**src/verilog/tg_pkg.sv**
```systemverilog
/*
 Shared constants and types of the gated 16-bit timer: register offsets,
 field positions, reset values and mode encodings.
 Assumes a 32-bit classic Wishbone register bus with byte addresses.
*/
package tg_pkg;
    // Register byte offsets
    localparam logic [7:0] OFS_CTRL = 8'h00;
    localparam logic [7:0] OFS_GATE = 8'h04;
    localparam logic [7:0] OFS_FLAGS = 8'h08;
    localparam logic [7:0] OFS_COUNT = 8'h0c;
    localparam logic [7:0] OFS_CCP_CTRL = 8'h10;
    localparam logic [7:0] OFS_CCP_PAIR = 8'h14;

    // Control register fields
    localparam int CTRL_ON_BIT = 0;
    localparam int CTRL_SYNC_DIS_BIT = 1;
    localparam int CTRL_OVF_IE_BIT = 2;
    localparam int CTRL_GATE_IE_BIT = 3;
    localparam int CTRL_PERIPH_IE_BIT = 4;
    localparam int CTRL_GLOBAL_IE_BIT = 5;
    localparam int CTRL_W = 6;

    // Gate register fields
    localparam int GATE_MODE_BIT = 0;
    localparam int GATE_POL_BIT = 1;
    localparam int GATE_TOG_BIT = 2;
    localparam int GATE_SPM_BIT = 3;
    localparam int GATE_ARM_BIT = 4;
    localparam int GATE_LEVEL_BIT = 5;
    localparam int GATE_SRC_LSB = 6;
    localparam int GATE_CFG_W = 4;

    // Flag register fields, write one to clear
    localparam int FLAG_OVF_BIT = 0;
    localparam int FLAG_GATE_BIT = 1;
    localparam int FLAG_CCP_BIT = 2;

    // Reset values
    localparam logic [CTRL_W-1:0] RST_CTRL = 6'h00;
    localparam logic [GATE_CFG_W-1:0] RST_GATE_CFG = 4'h0;
    localparam logic [15:0] RST_COUNT = 16'h0000;
    localparam logic [15:0] RST_CCP_PAIR = 16'h0000;

    // Eight-bit timer rolls over onto this value
    localparam logic [7:0] T0_WRAP_TARGET = 8'h00;

    typedef enum logic [1:0] {
        GSRC_PIN = 2'h0,
        GSRC_T0_OVF = 2'h1,
        GSRC_T2_MATCH = 2'h2,
        GSRC_RSVD = 2'h3
    } tg_gsrc_e;

    typedef enum logic [1:0] {
        CCP_OFF = 2'h0,
        CCP_CAPTURE = 2'h1,
        CCP_COMPARE = 2'h2,
        CCP_COMPARE_SPECIAL = 2'h3
    } tg_ccp_e;

    typedef enum logic [2:0] {
        SPM_IDLE = 3'b001,
        SPM_ARMED = 3'b010,
        SPM_OPEN = 3'b100
    } tg_spm_e;
endpackage : tg_pkg

```
**src/verilog/tg_event_pulse.sv**
```systemverilog
/*
 One-cycle pulse when a sibling timer value newly reaches a target.
 Assumes the value comes from logic on clk_sys and steps by one.
*/
`timescale 1ns/1ps
module tg_event_pulse #(
    parameter bit WRAP_ONLY = 1'b0
) (
    input wire logic clk_sys,
    input wire logic arst_n,
    input wire logic clkEn,
    input wire logic [7:0] valueIn,
    input wire logic [7:0] target,
    output logic pulse
);
    logic [7:0] prev_r;
    logic [7:0] prev_nxt;

    always_comb begin
        prev_nxt = clkEn ? valueIn : prev_r;
    end

    always_ff @(posedge clk_sys or negedge arst_n) begin
        if (!arst_n) begin
            prev_r <= 8'h00;
        end else begin
            prev_r <= prev_nxt;
        end
    end

    // Wrap form needs the step from the complement of the target onto the target
    assign pulse = (valueIn == target) && (valueIn != prev_r)
                   && (!WRAP_ONLY || (prev_r == ~target));
endmodule : tg_event_pulse

```
**src/verilog/tg_sync2.sv**
```systemverilog
/*
 Two-flop synchroniser, one chain per bit.
 Assumes inputs are asynchronous levels; outputs are on clk_sys.
*/
`timescale 1ns/1ps
module tg_sync2 #(
    parameter int WIDTH = 1
) (
    input wire logic clk_sys,
    input wire logic arst_n,
    input wire logic clkEn,
    input wire logic [WIDTH-1:0] asyncIn,
    output logic [WIDTH-1:0] syncOut
);
    generate
        if (WIDTH < 1) begin : g_bad
            $error("tg_sync2 needs WIDTH of at least one");
        end
    endgenerate

    genvar i;
    generate
        for (i = 0; i < WIDTH; i++) begin : g_bit
            logic stage1_r;
            logic stage2_r;
            logic stage1_nxt;
            logic stage2_nxt;
            always_comb begin
                stage1_nxt = clkEn ? asyncIn[i] : stage1_r;
                stage2_nxt = clkEn ? stage1_r : stage2_r;
            end
            always_ff @(posedge clk_sys or negedge arst_n) begin
                if (!arst_n) begin
                    stage1_r <= 1'b0;
                    stage2_r <= 1'b0;
                end else begin
                    stage1_r <= stage1_nxt;
                    stage2_r <= stage2_nxt;
                end
            end
            assign syncOut[i] = stage2_r;
        end
    endgenerate
endmodule : tg_sync2

```
**src/verilog/tg_timer_gate.sv**
```systemverilog
/*
 Gated 16-bit incrementing counter with gate sources, toggle and
 single-pulse gating, overflow and gate event flags, sleep wake and the
 capture/compare time base, behind a classic Wishbone slave.
 Assumes countTick is a one-cycle pulse per selected count-clock rising
 edge from clk_sys logic; sibling timer values are on clk_sys; gatePin
 and capturePin are asynchronous pins.
*/
`timescale 1ns/1ps
// Functional notes
// - Gated counting advances only while gate input matches the polarity setting.
// - Gate source select: pin, 8-bit overflow, period match; code three reserved.
// - 8-bit timer rollover to zero makes a rising pulse for the gate.
// - Period timer reaching its match value makes a rising pulse for the gate.
// - Toggle mode flips a flip-flop on each incrementing gate edge.
// - Toggle flip-flop is held at zero while toggle enable is clear.
// - Single pulse: enable, then arm; counting opens at next incrementing edge.
// - Arm bit clears itself at the trailing edge of the gate pulse.
// - Once disarmed, no gate event advances the counter until rearmed.
// - Toggle plus single pulse together measure exactly one gate period.
// - Gate level status reads the gate value, valid with gating disabled.
// - Falling gate level sets the gate event flag; enable raises request.
// - Gate event flag works even while gating is disabled.
// - Counter wraps all ones to zero and sets the overflow flag.
// - Overflow request needs counter on, overflow, peripheral and global enables.
// - In sleep only asynchronous mode counts; overflow wakes the device.
// - Capture mode copies the counter into the capture/compare pair.
// - Compare mode fires when the pair equals the counter.
// - Special event clears the counter without setting the overflow flag.
// - A counter byte write beats a coincident special event clear.
// - Counter runs only when on; gate mode adds the gate condition.
// - Open gate counts on count-clock rising edge; closed gate holds.
module tg_timer_gate #(
    parameter int COUNT_W = 16
) (
    input wire logic clk_sys,
    input wire logic arst_n,
    input wire logic clkEn,
    input wire logic wb_cyc_i,
    input wire logic wb_stb_i,
    input wire logic wb_we_i,
    input wire logic [7:0] wb_adr_i,
    input wire logic [3:0] wb_sel_i,
    input wire logic [31:0] wb_dat_i,
    output logic [31:0] wb_dat_o,
    output logic wb_ack_o,
    input wire logic gatePin,
    input wire logic capturePin,
    input wire logic countTick,
    input wire logic [7:0] t0Value,
    input wire logic [7:0] t2Value,
    input wire logic [7:0] periodMatchValue,
    input wire logic sleepMode,
    output logic gateLevelStatus,
    output logic overflowIrq,
    output logic gateIrq,
    output logic wakeUp,
    output logic compareEvent,
    output logic [COUNT_W-1:0] countValue
);
    generate
        if ((COUNT_W % 8 != 0) || (COUNT_W < 8) || (COUNT_W > 32)) begin : g_bad
            $error("COUNT_W must be 8, 16, 24 or 32");
        end
    endgenerate

    localparam int NBYTES = COUNT_W / 8;

    function automatic logic hit(input logic [7:0] adr, input logic [7:0] ofs);
        hit = (adr[7:2] == ofs[7:2]);
    endfunction : hit

    // Pins
    logic [1:0] pinSync;
    tg_sync2 #(.WIDTH(2)) u_sync (
        .clk_sys(clk_sys),
        .arst_n(arst_n),
        .clkEn(clkEn),
        .asyncIn({capturePin, gatePin}),
        .syncOut(pinSync)
    );

    logic t0Pulse;
    logic t2Pulse;
    tg_event_pulse #(.WRAP_ONLY(1'b1)) u_t0 (
        .clk_sys(clk_sys),
        .arst_n(arst_n),
        .clkEn(clkEn),
        .valueIn(t0Value),
        .target(tg_pkg::T0_WRAP_TARGET),
        .pulse(t0Pulse)
    );
    tg_event_pulse #(.WRAP_ONLY(1'b0)) u_t2 (
        .clk_sys(clk_sys),
        .arst_n(arst_n),
        .clkEn(clkEn),
        .valueIn(t2Value),
        .target(periodMatchValue),
        .pulse(t2Pulse)
    );

    // State
    logic ack_r, ack_nxt;
    logic [31:0] dat_r, dat_nxt;
    logic [tg_pkg::CTRL_W-1:0] ctrl_r, ctrl_nxt;
    logic [tg_pkg::GATE_CFG_W-1:0] gateCfg_r, gateCfg_nxt;
    tg_pkg::tg_gsrc_e srcSel_r, srcSel_nxt;
    tg_pkg::tg_ccp_e ccpMode_r, ccpMode_nxt;
    tg_pkg::tg_spm_e spm_r, spm_nxt;
    logic arm_r, arm_nxt;
    logic togFf_r, togFf_nxt;
    logic polPrev_r, polPrev_nxt;
    logic gateTmpPrev_r, gateTmpPrev_nxt;
    logic gateLevel_r, gateLevel_nxt;
    logic ovfFlag_r, ovfFlag_nxt;
    logic gateFlag_r, gateFlag_nxt;
    logic ccpFlag_r, ccpFlag_nxt;
    logic [COUNT_W-1:0] count_r, count_nxt;
    logic [COUNT_W-1:0] ccpPair_r, ccpPair_nxt;
    logic matchPrev_r, matchPrev_nxt;
    logic capPrev_r, capPrev_nxt;
    logic cmpOut_r, cmpOut_nxt;

    // Decoded controls
    logic busAcc, busWr;
    logic counterOn, syncDisable, gateModeEn, gatePol, togEn, spmEn;
    logic selSig, polSig, polRise, gateTmp, gateRise, gateFall;
    logic incEn, countWr, match, cmpEvt, specialClr, capRise, ovfSet;

    assign counterOn = ctrl_r[tg_pkg::CTRL_ON_BIT];
    assign syncDisable = ctrl_r[tg_pkg::CTRL_SYNC_DIS_BIT];
    assign gateModeEn = gateCfg_r[tg_pkg::GATE_MODE_BIT];
    assign gatePol = gateCfg_r[tg_pkg::GATE_POL_BIT];
    assign togEn = gateCfg_r[tg_pkg::GATE_TOG_BIT];
    assign spmEn = gateCfg_r[tg_pkg::GATE_SPM_BIT];
    assign busAcc = wb_cyc_i && wb_stb_i && !ack_r;
    assign busWr = busAcc && wb_we_i;
    assign countWr = busWr && hit(wb_adr_i, tg_pkg::OFS_COUNT) && (|wb_sel_i[NBYTES-1:0]);

    // Gate path: source, polarity, toggle, single pulse
    always_comb begin
        unique case (srcSel_r)
            tg_pkg::GSRC_PIN: selSig = pinSync[0];
            tg_pkg::GSRC_T0_OVF: selSig = t0Pulse;
            tg_pkg::GSRC_T2_MATCH: selSig = t2Pulse;
            tg_pkg::GSRC_RSVD: selSig = 1'b0;
        endcase
        // Active-high after polarity so rising means incrementing
        polSig = gatePol ? selSig : ~selSig;
        polRise = polSig && !polPrev_r;
        togFf_nxt = togFf_r;
        if (!togEn) begin
            togFf_nxt = 1'b0;
        end else if (polRise) begin
            togFf_nxt = ~togFf_r;
        end
        gateTmp = togEn ? togFf_nxt : polSig;
        gateRise = gateTmp && !gateTmpPrev_r;
        spm_nxt = spm_r;
        if (!spmEn) begin
            spm_nxt = tg_pkg::SPM_IDLE;
        end else begin
            unique case (spm_r)
                tg_pkg::SPM_IDLE: if (arm_r) spm_nxt = tg_pkg::SPM_ARMED;
                tg_pkg::SPM_ARMED: begin
                    if (!arm_r) spm_nxt = tg_pkg::SPM_IDLE;
                    else if (gateRise) spm_nxt = tg_pkg::SPM_OPEN;
                end
                tg_pkg::SPM_OPEN: if (!gateTmp) spm_nxt = tg_pkg::SPM_IDLE;
                default: spm_nxt = tg_pkg::SPM_IDLE;
            endcase
        end
        gateLevel_nxt = spmEn ? (gateTmp && (spm_nxt == tg_pkg::SPM_OPEN)) : gateTmp;
        gateFall = gateLevel_r && !gateLevel_nxt;
        polPrev_nxt = polSig;
        gateTmpPrev_nxt = gateTmp;
    end

    // Counter, compare and capture
    always_comb begin
        incEn = counterOn && (!gateModeEn || gateLevel_r)
                && (!sleepMode || syncDisable) && countTick;
        match = ((ccpMode_r == tg_pkg::CCP_COMPARE) || (ccpMode_r == tg_pkg::CCP_COMPARE_SPECIAL))
                && (ccpPair_r == count_r);
        cmpEvt = match && !matchPrev_r;
        specialClr = cmpEvt && (ccpMode_r == tg_pkg::CCP_COMPARE_SPECIAL);
        capRise = pinSync[1] && !capPrev_r;
        count_nxt = count_r;
        ovfSet = 1'b0;
        if (specialClr) begin
            count_nxt = '0;
        end else if (incEn) begin
            count_nxt = count_r + 1'b1;
            ovfSet = &count_r;
        end
        if (countWr) begin
            ovfSet = 1'b0;
            for (int b = 0; b < NBYTES; b++) begin
                if (wb_sel_i[b]) count_nxt[b*8 +: 8] = wb_dat_i[b*8 +: 8];
            end
        end
        ccpPair_nxt = ccpPair_r;
        if (busWr && hit(wb_adr_i, tg_pkg::OFS_CCP_PAIR)) begin
            for (int b = 0; b < NBYTES; b++) begin
                if (wb_sel_i[b]) ccpPair_nxt[b*8 +: 8] = wb_dat_i[b*8 +: 8];
            end
        end
        // Hardware capture beats a coincident software write
        if (capRise && (ccpMode_r == tg_pkg::CCP_CAPTURE)) begin
            ccpPair_nxt = count_r;
        end
        matchPrev_nxt = match;
        capPrev_nxt = pinSync[1];
        cmpOut_nxt = cmpEvt;
    end

    // Register file
    always_comb begin
        ack_nxt = busAcc;
        dat_nxt = dat_r;
        ctrl_nxt = ctrl_r;
        gateCfg_nxt = gateCfg_r;
        srcSel_nxt = srcSel_r;
        ccpMode_nxt = ccpMode_r;
        arm_nxt = arm_r;
        ovfFlag_nxt = ovfFlag_r;
        gateFlag_nxt = gateFlag_r;
        ccpFlag_nxt = ccpFlag_r;
        if (busWr && wb_sel_i[0]) begin
            if (hit(wb_adr_i, tg_pkg::OFS_CTRL)) begin
                ctrl_nxt = wb_dat_i[tg_pkg::CTRL_W-1:0];
            end
            if (hit(wb_adr_i, tg_pkg::OFS_GATE)) begin
                gateCfg_nxt = wb_dat_i[tg_pkg::GATE_CFG_W-1:0];
                srcSel_nxt = tg_pkg::tg_gsrc_e'(wb_dat_i[tg_pkg::GATE_SRC_LSB +: 2]);
                arm_nxt = wb_dat_i[tg_pkg::GATE_ARM_BIT];
            end
            if (hit(wb_adr_i, tg_pkg::OFS_FLAGS)) begin
                if (wb_dat_i[tg_pkg::FLAG_OVF_BIT]) ovfFlag_nxt = 1'b0;
                if (wb_dat_i[tg_pkg::FLAG_GATE_BIT]) gateFlag_nxt = 1'b0;
                if (wb_dat_i[tg_pkg::FLAG_CCP_BIT]) ccpFlag_nxt = 1'b0;
            end
            if (hit(wb_adr_i, tg_pkg::OFS_CCP_CTRL)) begin
                ccpMode_nxt = tg_pkg::tg_ccp_e'(wb_dat_i[1:0]);
            end
        end
        // Hardware sets come last so they win over clears
        if (spmEn && gateFall && !(busWr && wb_sel_i[0] && hit(wb_adr_i, tg_pkg::OFS_GATE)
                && wb_dat_i[tg_pkg::GATE_ARM_BIT])) begin
            arm_nxt = 1'b0;
        end
        if (ovfSet) ovfFlag_nxt = 1'b1;
        if (gateFall) gateFlag_nxt = 1'b1;
        if (cmpEvt || (capRise && (ccpMode_r == tg_pkg::CCP_CAPTURE))) ccpFlag_nxt = 1'b1;
        if (busAcc && !wb_we_i) begin
            dat_nxt = 32'h0000_0000;
            if (hit(wb_adr_i, tg_pkg::OFS_CTRL)) dat_nxt[tg_pkg::CTRL_W-1:0] = ctrl_r;
            if (hit(wb_adr_i, tg_pkg::OFS_GATE)) begin
                dat_nxt[tg_pkg::GATE_CFG_W-1:0] = gateCfg_r;
                dat_nxt[tg_pkg::GATE_ARM_BIT] = arm_r;
                dat_nxt[tg_pkg::GATE_LEVEL_BIT] = gateLevel_r;
                dat_nxt[tg_pkg::GATE_SRC_LSB +: 2] = srcSel_r;
            end
            if (hit(wb_adr_i, tg_pkg::OFS_FLAGS)) begin
                dat_nxt[tg_pkg::FLAG_OVF_BIT] = ovfFlag_r;
                dat_nxt[tg_pkg::FLAG_GATE_BIT] = gateFlag_r;
                dat_nxt[tg_pkg::FLAG_CCP_BIT] = ccpFlag_r;
            end
            if (hit(wb_adr_i, tg_pkg::OFS_COUNT)) dat_nxt[COUNT_W-1:0] = count_r;
            if (hit(wb_adr_i, tg_pkg::OFS_CCP_CTRL)) dat_nxt[1:0] = ccpMode_r;
            if (hit(wb_adr_i, tg_pkg::OFS_CCP_PAIR)) dat_nxt[COUNT_W-1:0] = ccpPair_r;
        end
    end

    always_ff @(posedge clk_sys or negedge arst_n) begin
        if (!arst_n) begin
            ack_r <= 1'b0;
            dat_r <= 32'h0000_0000;
            ctrl_r <= tg_pkg::RST_CTRL;
            gateCfg_r <= tg_pkg::RST_GATE_CFG;
            srcSel_r <= tg_pkg::GSRC_PIN;
            ccpMode_r <= tg_pkg::CCP_OFF;
            spm_r <= tg_pkg::SPM_IDLE;
            arm_r <= 1'b0;
            togFf_r <= 1'b0;
            polPrev_r <= 1'b0;
            gateTmpPrev_r <= 1'b0;
            gateLevel_r <= 1'b0;
            ovfFlag_r <= 1'b0;
            gateFlag_r <= 1'b0;
            ccpFlag_r <= 1'b0;
            count_r <= COUNT_W'(tg_pkg::RST_COUNT);
            ccpPair_r <= COUNT_W'(tg_pkg::RST_CCP_PAIR);
            matchPrev_r <= 1'b0;
            capPrev_r <= 1'b0;
            cmpOut_r <= 1'b0;
        end else if (clkEn) begin
            ack_r <= ack_nxt;
            dat_r <= dat_nxt;
            ctrl_r <= ctrl_nxt;
            gateCfg_r <= gateCfg_nxt;
            srcSel_r <= srcSel_nxt;
            ccpMode_r <= ccpMode_nxt;
            spm_r <= spm_nxt;
            arm_r <= arm_nxt;
            togFf_r <= togFf_nxt;
            polPrev_r <= polPrev_nxt;
            gateTmpPrev_r <= gateTmpPrev_nxt;
            gateLevel_r <= gateLevel_nxt;
            ovfFlag_r <= ovfFlag_nxt;
            gateFlag_r <= gateFlag_nxt;
            ccpFlag_r <= ccpFlag_nxt;
            count_r <= count_nxt;
            ccpPair_r <= ccpPair_nxt;
            matchPrev_r <= matchPrev_nxt;
            capPrev_r <= capPrev_nxt;
            cmpOut_r <= cmpOut_nxt;
        end
    end

    // Outputs
    assign wb_ack_o = ack_r;
    assign wb_dat_o = dat_r;
    assign gateLevelStatus = gateLevel_r;
    assign countValue = count_r;
    assign compareEvent = cmpOut_r;
    assign overflowIrq = ovfFlag_r && ctrl_r[tg_pkg::CTRL_OVF_IE_BIT] && counterOn
                         && ctrl_r[tg_pkg::CTRL_PERIPH_IE_BIT]
                         && ctrl_r[tg_pkg::CTRL_GLOBAL_IE_BIT];
    // Wake needs no global enable; vectoring is the core's choice
    assign wakeUp = sleepMode && ovfFlag_r && ctrl_r[tg_pkg::CTRL_OVF_IE_BIT] && counterOn
                    && ctrl_r[tg_pkg::CTRL_PERIPH_IE_BIT];
    assign gateIrq = gateFlag_r && ctrl_r[tg_pkg::CTRL_GATE_IE_BIT];
endmodule : tg_timer_gate
```
**config.mk**
```make
export PLATFORM = sky130hd
export DESIGN_NAME = tg_timer_gate
export DESIGN_NICKNAME = d
export VERILOG_FILES = /design/src/verilog/tg_pkg.sv /design/src/verilog/tg_event_pulse.sv /design/src/verilog/tg_sync2.sv /design/src/verilog/tg_timer_gate.sv
export SDC_FILE = /design/constraint.sdc
export NUM_CORES = 1
export LEC_CHECK = 0
export ABC_AREA = 1
export BUFFER_PORTS_ARGS = -buffer_cell sky130_fd_sc_hd__clkbuf_2
export CAP_MARGIN = 20
export CORE_MARGIN = 3
export CORE_UTILIZATION = 41
export DETAILED_ROUTE_END_ITERATION = 6
export PLACE_DENSITY = 0.64
export SLEW_MARGIN = 30
export SYNTH_ARGS = -nofsm -noshare
export SYNTH_HDL_FRONTEND = slang
export SYNTH_HIERARCHICAL = 1
export SYNTH_SLANG_ARGS = --single-unit
```
**constraint.sdc**
```tcl
create_clock -name clk_sys -period 1.8 [get_ports clk_sys]
set_input_delay 0.18 -clock clk_sys [delete_from_list [all_inputs] [get_ports clk_sys]]
set_output_delay 0.18 -clock clk_sys [all_outputs]
set_load 0.01 [all_outputs]
```
==> results of run 1 <==
## cells in the mapped netlist, drive strengths merged
library cell  count  area share
a21o              1      0.0013
a21oi            49       0.041
a22oi             2      0.0033
a31oi            10       0.010
a32o              1      0.0017
a32oi             1      0.0015
and3              2      0.0021
buf              29       0.033
clkbuf           12      0.0075
clkinv            1     0.00063
conb              1     0.00063
dfrtp            96        0.40
dfstp             1      0.0044
ha                1      0.0021
inv             126       0.079
mux2              2      0.0038
nand2           245        0.15
nand3            47       0.040
nand3b            3      0.0038
nand4            13       0.014
nor2             96       0.063
nor3             12       0.015
nor4              5      0.0052
o2111ai           2      0.0029
o211ai            9       0.011
o21ai            64       0.053
o22ai             8      0.0083
or2               1      0.0010
xnor2             9       0.013
xor2             16       0.023
## routing by layer
| layer | vias up | track usage |
|---|---|---|
| li1 | 3139 | - |
| met1 | 2874 | 0.314 |
| met2 | 222 | 0.343 |
| met3 | 26 | 0.0341 |
| met4 | 0 | 0.0726 |
| met5 | - | 0 |
## power by group through the flow
stage / sequential (mW) / clock (mW) / combinational (mW)
finish: 2.58 / 2.44 / 1.54
detailed placement: 2.61 / 0 / 1.34
global placement: 2.60 / 0 / 1.34
CTS: 2.57 / 2.48 / 1.36
global route: 2.62 / 2.57 / 1.72
floorplan: 2.66 / 0 / 0.677
## through the flow
stage | setup TNS [ns] | hold WS [ns]
final | -0.973 | 0.0217
after CTS | -0.429 | 0.0142
after floorplan | 0 | -0.116
after global routing | -3.07 | 0.0207
after global placement | -0.667 | 0.0469
after detailed placement | -1.22 | 0.0432
## state kept, by name, summed over array words and instances (netlist names), 3 cells and up
register	count
wb_dat_o	16
gateCfg_r	4
countValue	16
u_t2/prev_r	8
u_t0/prev_r	8
ccpPair_r	16
ctrl_r	6
spm_r	3
## tightest hold or removal path: cells and delay by family
| kind | cells | cell delay (ns) |
|---|---|---|
| buffers and inverters | 1 | 0.07 |
| AND/OR/NAND/NOR | 2 | 0.09 |
## kinds of logic after synthesis
family,synth area share
AND/OR/NAND/NOR,0.297
buffers and inverters,0.120
AO/OA/AOI/OAI,0.135
flip-flops,0.405
XOR/XNOR,0.0365
multiplexers,0.00376
adder cells (fa/ha/maj),0.00209
other,0.000626
## timing repair
action                                  CTS  global route
endpoints found under the setup margin    9            47
hold buffers                              1             0
endpoints found under the hold margin    96             0
pin swaps                                11            46
setup buffers                             3            26
resized for setup                        15           100
## area by class of cell
| cell class | count | area (um2) | area share |
|---|---|---|---|
| Multi-Input combinational cell | 642 | 3340 | 0.404 |
| Sequential cell | 97 | 2430 | 0.295 |
| Timing Repair Buffer | 204 | 1400 | 0.170 |
| Inverter | 127 | 479 | 0.0580 |
| Clock buffer | 11 | 253 | 0.0306 |
| Tap cell | 180 | 225 | 0.0273 |
| Clock inverter | 5 | 125 | 0.0151 |
## worst min path at each step
stage / from / to / slack [ns] / cells past startpoint
after floorplan: arst_n / arm_r / -0.12 / 0
after global placement: arst_n / ccpPair_r[13] / 0.05 / 1
after detailed placement: arst_n / wb_dat_o[9] / 0.04 / 1
after CTS: capturePin / u_sync/g_bit[1].stage1_r / 0.01 / 3
after global routing: capturePin / u_sync/g_bit[1].stage1_r / 0.02 / 3
final: capturePin / u_sync/g_bit[1].stage1_r / 0.02 / 3
==> results.json, run 1 <==
{
  "outcome": "finished with violations",
  "violations": "negative setup slack",
  "hold_viol": 0,
  "synth_area_um2": 5990,
  "path_common_cell": "nand2_1",
  "tritoncts": "yes",
  "grt_max_degree": 58,
  "crit_path_start_kind": "flop",
  "endpoint": "arm_r",
  "ys_seq_elements": 97,
  "startpoint": "u_t0/prev_r[7]",
  "final_cells": 1266,
  "coreArea_um2": 14100,
  "period_minus_slack_ns": 1.97,
  "rsz0062_at_grt": "true",
  "drt_iter0_drc": 466,
  "rows": 43,
  "place_congestion": 0.930,
  "r2r_end": "arm_r",
  "wl_met3_mm": 1.22,
  "num_antenna_cells": 0,
  "cpLargestDelayFamily": "simple AND/OR/NAND/NOR gates",
  "p_per_area_nw_per_um2": 794,
  "critPathSlowestCell": "dfrtp_1",
  "wl_met1_mm": 8.25,
  "design_area_um2": 8260,
  "syn_to_final_growth_pct": 37.8,
  "syn_avg_cell_area_um2": 6.93,
  "crit_path_max_fanout": 3,
  "worst-r2r-setup-slack_ns": -0.17,
  "fin_ws_ns": -0.167,
  "most-common-layout-cells": "nand2_1, inv_1, buf_4",
  "io_buffer_count": 95,
  "htreeDepth": 3,
  "r2r-start": "u_t0/prev_r[7]",
  "seq_area_frac_synth": 0.405,
  "top_layer": "met4",
  "initial_core_util": 0.425,
  "ant_nets": 0,
  "num-fill-cells": 1330,
  "grt_pass1_wl_mm": 28.2,
  "hp-class": "primary input to flop",
  "place_ws_ns": -0.275,
  "clockBufferDepth": 2,
  "grt_pass1_vias": 5603,
  "combPwrFrac": 0.235,
  "end_kind": "flop",
  "leakagePower_nw": 4.33,
  "max_freq_mhz": 508,
  "routed-via-count": 6261,
  "synth_cells": 865,
  "report.final.slew_viol_count": 0,
  "setup_viol_count_final": 15,
  "place_area_um2": 7280,
  "worst-setup-path-type": "flop to flop",
  "power.internal_mw": 4.65,
  "cts.reportedPaths.clkPinSlew_ns": 0.06,
  "dp_cells": 1220,
  "drc": 0,
  "dpl.hpwl_mm": 13.1,
  "track_usage": 0.220,
  "num-nets-final": 1160,
  "synth_cell_types": 42,
  "arrival_ns": 2.22,
  "period_share": 1.09,
  "fin_skew_ns": 0.00932,
  "numCtsBuffers": 9,
  "clock_latency_ns": 0.36,
  "dr.pass1.iters": 5,
  "cap_violations": 0,
  "grt_antenna_before_repair": 0,
  "seq_power_share": 0.394,
  "cts.sinks": 97,
  "wl_mm": 18.0,
  "ys_warn_count": 6,
  "utilization": 0.586,
  "wire_per_inst_um": 14.3,
  "power.switching_mw": 1.91,
  "cp_cell_sequence": "nor2_1 > nor2_1 > nand2_1 > nor2_2 > nand2_1 > nor2_2 > nand2_1 > nand3_2 > nand3_2 > nand2_2 > nand3_2 > nand3_4 > nand2_4 > buf_4 > nand2_2 > nand4_1 > nand2_1 > nand2_1",
  "final_common_cell": "nand2_1",
  "worst-path-stages": 18,
  "switching_share": 0.290,
  "peakVddDrop_uv": 470,
  "cts-root-buf": "clkbuf_16",
  "wl_met2_mm": 8.28,
  "power_frac_clock": 0.372,
  "viasPerCell": 4.95,
  "die_height_um": 127,
  "die_x_um": 127,
  "r2r_cells": 18,
  "grt_overflow": 0,
  "required_ns": 2.05,
  "max_stage_delay_ns": 0.34,
  "layout-drive-gt1-share": 0.293,
  "path_buf_inv": 1,
  "io_pins": 132,
  "total_power_mw": 6.56,
  "die-area_um2": 16100
}
No activity file was read; power rests on OpenSTA's default activity.
==> run 2, diff against run 1 <==
--- a/config.mk
+++ b/config.mk
@@ -11,7 +11,7 @@
 export CORE_MARGIN = 3
 export CORE_UTILIZATION = 41
 export DETAILED_ROUTE_END_ITERATION = 6
-export PLACE_DENSITY = 0.64
+export PLACE_DENSITY = 0.66
 export SLEW_MARGIN = 30
 export SYNTH_ARGS = -nofsm -noshare
 export SYNTH_HDL_FRONTEND = slang
==> run 2 against run 1 <==
Compared with the run above:
- the run still ends with negative setup slack left
- utilization decreased by 1.3 points
- register-to-register slack hardly changed
- clock skew is 0.00092 ns lower
- die area unchanged
- sequential cell count stayed put
- clock power decreased by 17%
- setup slack improved by 0.0096 ns
- power decreased by 7.2%
- final cell count shrank 0.55%
- largest power group unchanged
==> results.json, run 2 (synthesis results as in run 1) <==
{
  "worstHoldPathCells": 3,
  "die-area_um2": 16100,
  "layout-drive-gt1-share": 0.280,
  "worstHoldStart": "capturePin",
  "initial_core_util": 0.425,
  "violations": "negative setup slack",
  "num_antenna_cells": 0,
  "p_per_area_nw_per_um2": 753,
  "final_common_cell": "nand2_1",
  "report.final.slew_viol_count": 0,
  "r2r-start": "u_t2/prev_r[6]",
  "r2r_end": "arm_r",
  "grt_max_degree": 41,
  "wire_per_inst_um": 14.2,
  "worst-setup-path-type": "flop to flop",
  "crit_path_start_kind": "flop",
  "viasPerCell": 4.95,
  "path_common_cell": "nand2_1",
  "coreArea_um2": 14100,
  "setup_viol_count_final": 6,
  "cap_violations": 0,
  "max_freq_mhz": 511,
  "routed-via-count": 6238,
  "worst-r2r-setup-slack_ns": -0.16,
  "grt_antenna_before_repair": 0,
  "track_usage": 0.222,
  "r2r_cells": 19,
  "arrival_ns": 2.20,
  "cts.sinks": 97,
  "grt_pass1_wl_mm": 28.5,
  "hp-class": "primary input to flop",
  "path_buf_inv": 2,
  "total_power_mw": 6.09,
  "min_to": "u_sync/g_bit[1].stage1_r",
  "max_stage_delay_ns": 0.40,
  "cpLargestDelayFamily": "simple AND/OR/NAND/NOR gates",
  "drt_iter0_drc": 419,
  "fin_ws_ns": -0.158,
  "dr.pass1.iters": 5,
  "wl_mm": 17.9,
  "most-common-layout-cells": "nand2_1, inv_1, dfrtp_1, clkbuf_2, buf_4",
  "rows": 43,
  "num-nets-final": 1153,
  "tritoncts": "yes",
  "syn_to_final_growth_pct": 34.9,
  "ant_nets": 0,
  "place_congestion": 0.956,
  "clock_latency_ns": 0.35,
  "period_minus_slack_ns": 1.96,
  "grt_overflow": 0,
  "io_buffer_count": 95,
  "die_height_um": 127,
  "numCtsBuffers": 9,
  "cts-root-buf": "clkbuf_16",
  "peakVddDrop_uv": 469,
  "dpl.hpwl_mm": 13.4,
  "outcome": "finished with violations",
  "utilization": 0.574,
  "critPathSlowestCell": "dfrtp_1",
  "required_ns": 2.05,
  "leakagePower_nw": 4.27,
  "drc": 0,
  "hold_viol": 0,
  "clockBufferDepth": 2,
  "rsz0062_at_grt": "true",
  "htreeDepth": 3,
  "grt_pass1_vias": 5732,
  "end_kind": "flop",
  "crit_path_max_fanout": 3,
  "period_share": 1.09,
  "cp_cell_sequence": "inv_2 > nand2_1 > nand2_1 > nor2_1 > nand2_1 > nor2_1 > nor2_2 > nand2_1 > nand3_2 > nand3_2 > nand2_2 > nand3_2 > nand3_4 > nand2_4 > buf_4 > nand2_2 > nand4_1 > nand2_1 > nand2_1",
  "io_pins": 132,
  "cts.reportedPaths.clkPinSlew_ns": 0.07,
  "die_x_um": 127,
  "fin_skew_ns": 0.00840
}
## run 2: changes by cell type in the layout (fill, tap and decap cells not counted), moves of 3 or more
| cell | before | now |
|---|---|---|
| o21ai_0 | 55 | 58 |
| bufinv_16 | 4 | 1 |
| nand2_1 | 225 | 222 |
| dfrtp_1 | 91 | 94 |
| buf_4 | 95 | 88 |
| nand3_2 | 18 | 14 |
| nand2_2 | 14 | 19 |
| nand3_1 | 28 | 32 |
| dfrtp_2 | 5 | 2 |
| a21oi_2 | 2 | 5 |
## run 2: power breakdown
part / switching, mW / total (mW) / internal [mW]
logic: 0.860 / 1.49 / 0.634
clock network: 0.825 / 2.02 / 1.19
registers: 0.172 / 2.58 / 2.40
total: 1.86 / 6.09 / 4.23
## run 2: routing by layer
metal  up-vias  track usage  wire length (um)  part of all wire
met1      2869        0.312              8270              0.46
li1       3126            -                 -                 -
met2       208        0.345              8150              0.45
met3        35       0.0341               999             0.056
met5         -            0                 0                 0
met4         0       0.0890               495             0.028
## run 2: worst max path at each step
stage                         startpoint               to  slack [ns]  cells after the start
after floorplan           u_t0/prev_r[7]  gateLevelStatus        0.01                     19
after global placement        t2Value[1]  gateLevelStatus       -0.19                     19
after detailed placement      t2Value[7]  gateLevelStatus       -0.30                     19
after CTS                 u_t2/prev_r[6]  gateLevelStatus       -0.09                     20
after global routing      u_t0/prev_r[7]  gateLevelStatus       -0.37                     20
final                     u_t2/prev_r[6]            arm_r       -0.16                     19
## run 2: repair_timing
item,in CTS,in global routing
pin swaps,9,36
gates cloned,0,1
endpoints found under the setup margin,13,45
hold buffers,1,0
gates resized for setup,15,84
buffers inserted,6,11
endpoints found under the hold margin,19,0
## run 2: area by class of cell
class,count,area [um2]
fillers,1371,6010
multi-input cells,642,3290
flip-flops and latches,97,2430
repair buffers,197,1360
inverters,127,477
clock buffers,14,274
well taps,180,225
clock inverters,2,35.0
## run 2: worst reg2reg max path, stage by stage (launching register included)
cell and delay (ns):
dfrtp_1 0.40, inv_2 0.07, nand2_1 0.05, nand2_1 0.06, nor2_1 0.04, nand2_1 0.05, nor2_1 0.05, nor2_2 0.14
nand2_1 0.09, nand3_2 0.09, nand3_2 0.07, nand2_2 0.11, nand3_2 0.09, nand3_4 0.11, nand2_4 0.05, buf_4 0.13
nand2_2 0.06, nand4_1 0.09, nand2_1 0.07, nand2_1 0.04
## run 2: through the flow
stage          instance area (um2)  worst slack [ns]  instances  TNS [ns]  hold slack, ns
2_1_floorplan                 6150            0.0134        907         0          -0.116
3_3_place_gp                  7300            -0.190       1224    -0.631           0.106
3_5_place_dp                  7300            -0.299       1224     -1.07           0.106
4_1_cts                       7710           -0.0898       1247    -0.357          0.0134
5_1_grt                       8090            -0.369       1259     -2.90          0.0376
6_report                      8090            -0.158       1259    -0.694          0.0206
==> run 3, diff against run 2 <==
--- a/config.mk
+++ b/config.mk
@@ -6,10 +6,11 @@
 export NUM_CORES = 1
 export LEC_CHECK = 0
 export ABC_AREA = 1
-export BUFFER_PORTS_ARGS = -buffer_cell sky130_fd_sc_hd__clkbuf_2
+export BUFFER_PORTS_ARGS = -buffer_cell sky130_fd_sc_hd__buf_4
 export CAP_MARGIN = 20
 export CORE_MARGIN = 3
 export CORE_UTILIZATION = 41
+export CTS_CLUSTER_SIZE = 40
 export DETAILED_ROUTE_END_ITERATION = 6
 export PLACE_DENSITY = 0.66
 export SLEW_MARGIN = 30
==> run 3 against run 2 <==
Compared with the run above:
- the flow still finishes with violations (negative setup slack)
- count of clock-buffer cells in the layout down 3
- clock power down 8%
- cell area up 1.6%
- highest routed layer unchanged
- hold slack worse by 0.0011 ns
- utilization up 0.91 points
- final cell count down 0.79%
- largest power group unchanged
- maximum frequency down 2.0%
- wire length down 1.1%
==> results.json, run 3 (synthesis results as in run 1) <==
{
  "power.internal_mw": 4.14,
  "violations": "negative setup slack",
  "fin_skew_ns": 0.00793,
  "fin_ws_ns": -0.198,
  "worst-r2r-setup-slack_ns": -0.20,
  "r2r_end": "arm_r",
  "hp-class": "primary input to flop",
  "dpl.hpwl_mm": 12.9,
  "worst-setup-path-type": "flop to flop",
  "place_ws_ns": -0.342,
  "crit_path_start_kind": "flop",
  "startpoint": "u_t2/prev_r[1]",
  "cts.sinks": 97,
  "dr.pass1.iters": 5,
  "place_congestion": 0.970,
  "grt_pass1_wl_mm": 27.6,
  "wire_per_inst_um": 14.2,
  "most-common-layout-cells": "nand2_1, buf_4, inv_1",
  "grt_overflow": 0,
  "die_height_um": 127,
  "rows": 43,
  "num-nets-final": 1143,
  "die_x_um": 127,
  "period_minus_slack_ns": 2.00,
  "grt_max_degree": 78,
  "htreeDepth": 3,
  "io_pins": 132,
  "numCtsBuffers": 9,
  "grt_pass1_vias": 5577,
  "clock_latency_ns": 0.35,
  "tritoncts": "yes",
  "hold_viol": 0,
  "die-area_um2": 16100,
  "routed-via-count": 6128,
  "power_frac_clock": 0.309,
  "max_freq_mhz": 501,
  "outcome": "finished with violations",
  "switching_share": 0.313,
  "syn_to_final_growth_pct": 37.0,
  "final_common_cell": "nand2_1",
  "seq_power_share": 0.428,
  "ant_nets": 0,
  "clockBufferDepth": 2,
  "io_buffer_count": 95,
  "p_per_area_nw_per_um2": 734,
  "wl_mm": 17.7,
  "coreArea_um2": 14100,
  "track_usage": 0.214,
  "viasPerCell": 4.91,
  "cap_violations": 0,
  "cts.reportedPaths.clkPinSlew_ns": 0.07,
  "arrival_ns": 2.24,
  "cts-root-buf": "clkbuf_16",
  "power.switching_mw": 1.89,
  "r2r_cells": 19,
  "required_ns": 2.04,
  "num-fill-cells": 1307,
  "num_antenna_cells": 0,
  "finalSetupTns_ns": -0.741,
  "crit_path_max_fanout": 3,
  "setup_viol_count_final": 6,
  "peakVddDrop_uv": 485,
  "leakagePower_nw": 4.23,
  "whs_ns": 0.0195,
  "period_share": 1.11,
  "layout-drive-gt1-share": 0.277,
  "report.final.slew_viol_count": 0,
  "drc": 0,
  "rsz0062_at_grt": "true",
  "initial_core_util": 0.425,
  "r2r-start": "u_t2/prev_r[1]",
  "end_kind": "flop",
  "drt_iter0_drc": 427,
  "grt_antenna_before_repair": 0,
  "combPwrFrac": 0.263,
  "endpoint": "arm_r"
}
[run 3: changes by cell type in the layout (fill, tap and decap cells not counted), sizes merged]
cell | previous run | this run
buf | 101 | 185
clkinvlp | 0 | 2
clkbuf | 109 | 12
bufinv | 1 | 0
clkinv | 2 | 4
[run 3: metal layers]
metal	wire [um]	share of wire	vias to the layer above	global-route usage
li1	-	-	3106	-
met1	8280	0.47	2820	0.306
met2	8200	0.46	178	0.337
met3	914	0.052	24	0.0282
met4	313	0.018	0	0.0726
met5	0	0	-	0
[run 3: timing repair]
| action | 4_1_cts | 5_1_grt |
|---|---|---|
| resized for setup | 13 | 85 |
| pin swaps | 17 | 37 |
| endpoints found under the hold margin | 17 | 0 |
| setup buffers | 1 | 9 |
| cloned | 0 | 1 |
| endpoints found under the setup margin | 7 | 43 |
| hold buffers | 1 | 0 |
[run 3: power by group through the flow]
stage | logic [mW] | clock network (mW) | registers, mW
2_1_floorplan | 0.677 | 0 | 2.66
3_3_place_gp | 1.44 | 0 | 2.60
3_5_place_dp | 1.45 | 0 | 2.60
4_1_cts | 1.46 | 1.90 | 2.56
5_1_grt | 1.76 | 1.98 | 2.61
6_report | 1.58 | 1.86 | 2.58
[run 3: worst min-delay path by stage]
stage	startpoint	depth (start not counted)	slack (ns)	endpoint
floorplan	arst_n	0	-0.12	arm_r
global placement	arst_n	1	0.09	wb_dat_o[9]
detailed placement	arst_n	1	0.09	wb_dat_o[9]
CTS	capturePin	3	0.01	u_sync/g_bit[1].stage1_r
global route	capturePin	3	0.04	u_sync/g_bit[1].stage1_r
finish	capturePin	3	0.02	u_sync/g_bit[1].stage1_r
[run 3: metrics by stage]
step | power [mW] | util | instances | area [um2]
CTS | 5.93 | 0.558 | 1239 | 7870
global placement | 4.04 | 0.534 | 1221 | 7530
detailed placement | 4.06 | 0.534 | 1221 | 7530
global route | 6.34 | 0.583 | 1249 | 8220
floorplan | 3.34 | - | 907 | 6150
finish | 6.03 | 0.583 | 1249 | 8220
[run 3: final cells by class]
class / instances / area (um2) / share of cell area
repair buffers: 187 / 1510 / 0.184
well taps: 180 / 225 / 0.0274
multi-input cells: 642 / 3280 / 0.399
clock buffers: 11 / 253 / 0.0308
flip-flops and latches: 97 / 2430 / 0.296
inverters: 127 / 477 / 0.0580
clock inverters: 5 / 30.0 / 0.00366
[run 3: critical path, cell delays in order (launching register included)]
cell	delay [ns]
dfrtp_1	0.38
inv_1	0.07
nand2_1	0.05
nand2_1	0.07
nor2_1	0.05
nand2_1	0.05
nor2_1	0.05
nor2_2	0.15
nand2_1	0.10
nand3_2	0.10
nand3_2	0.07
nand2_2	0.10
nand3_2	0.08
nand3_4	0.11
nand2_4	0.06
buf_4	0.13
nand2_2	0.06
nand4_1	0.09
nand2_1	0.08
nand2_1	0.04
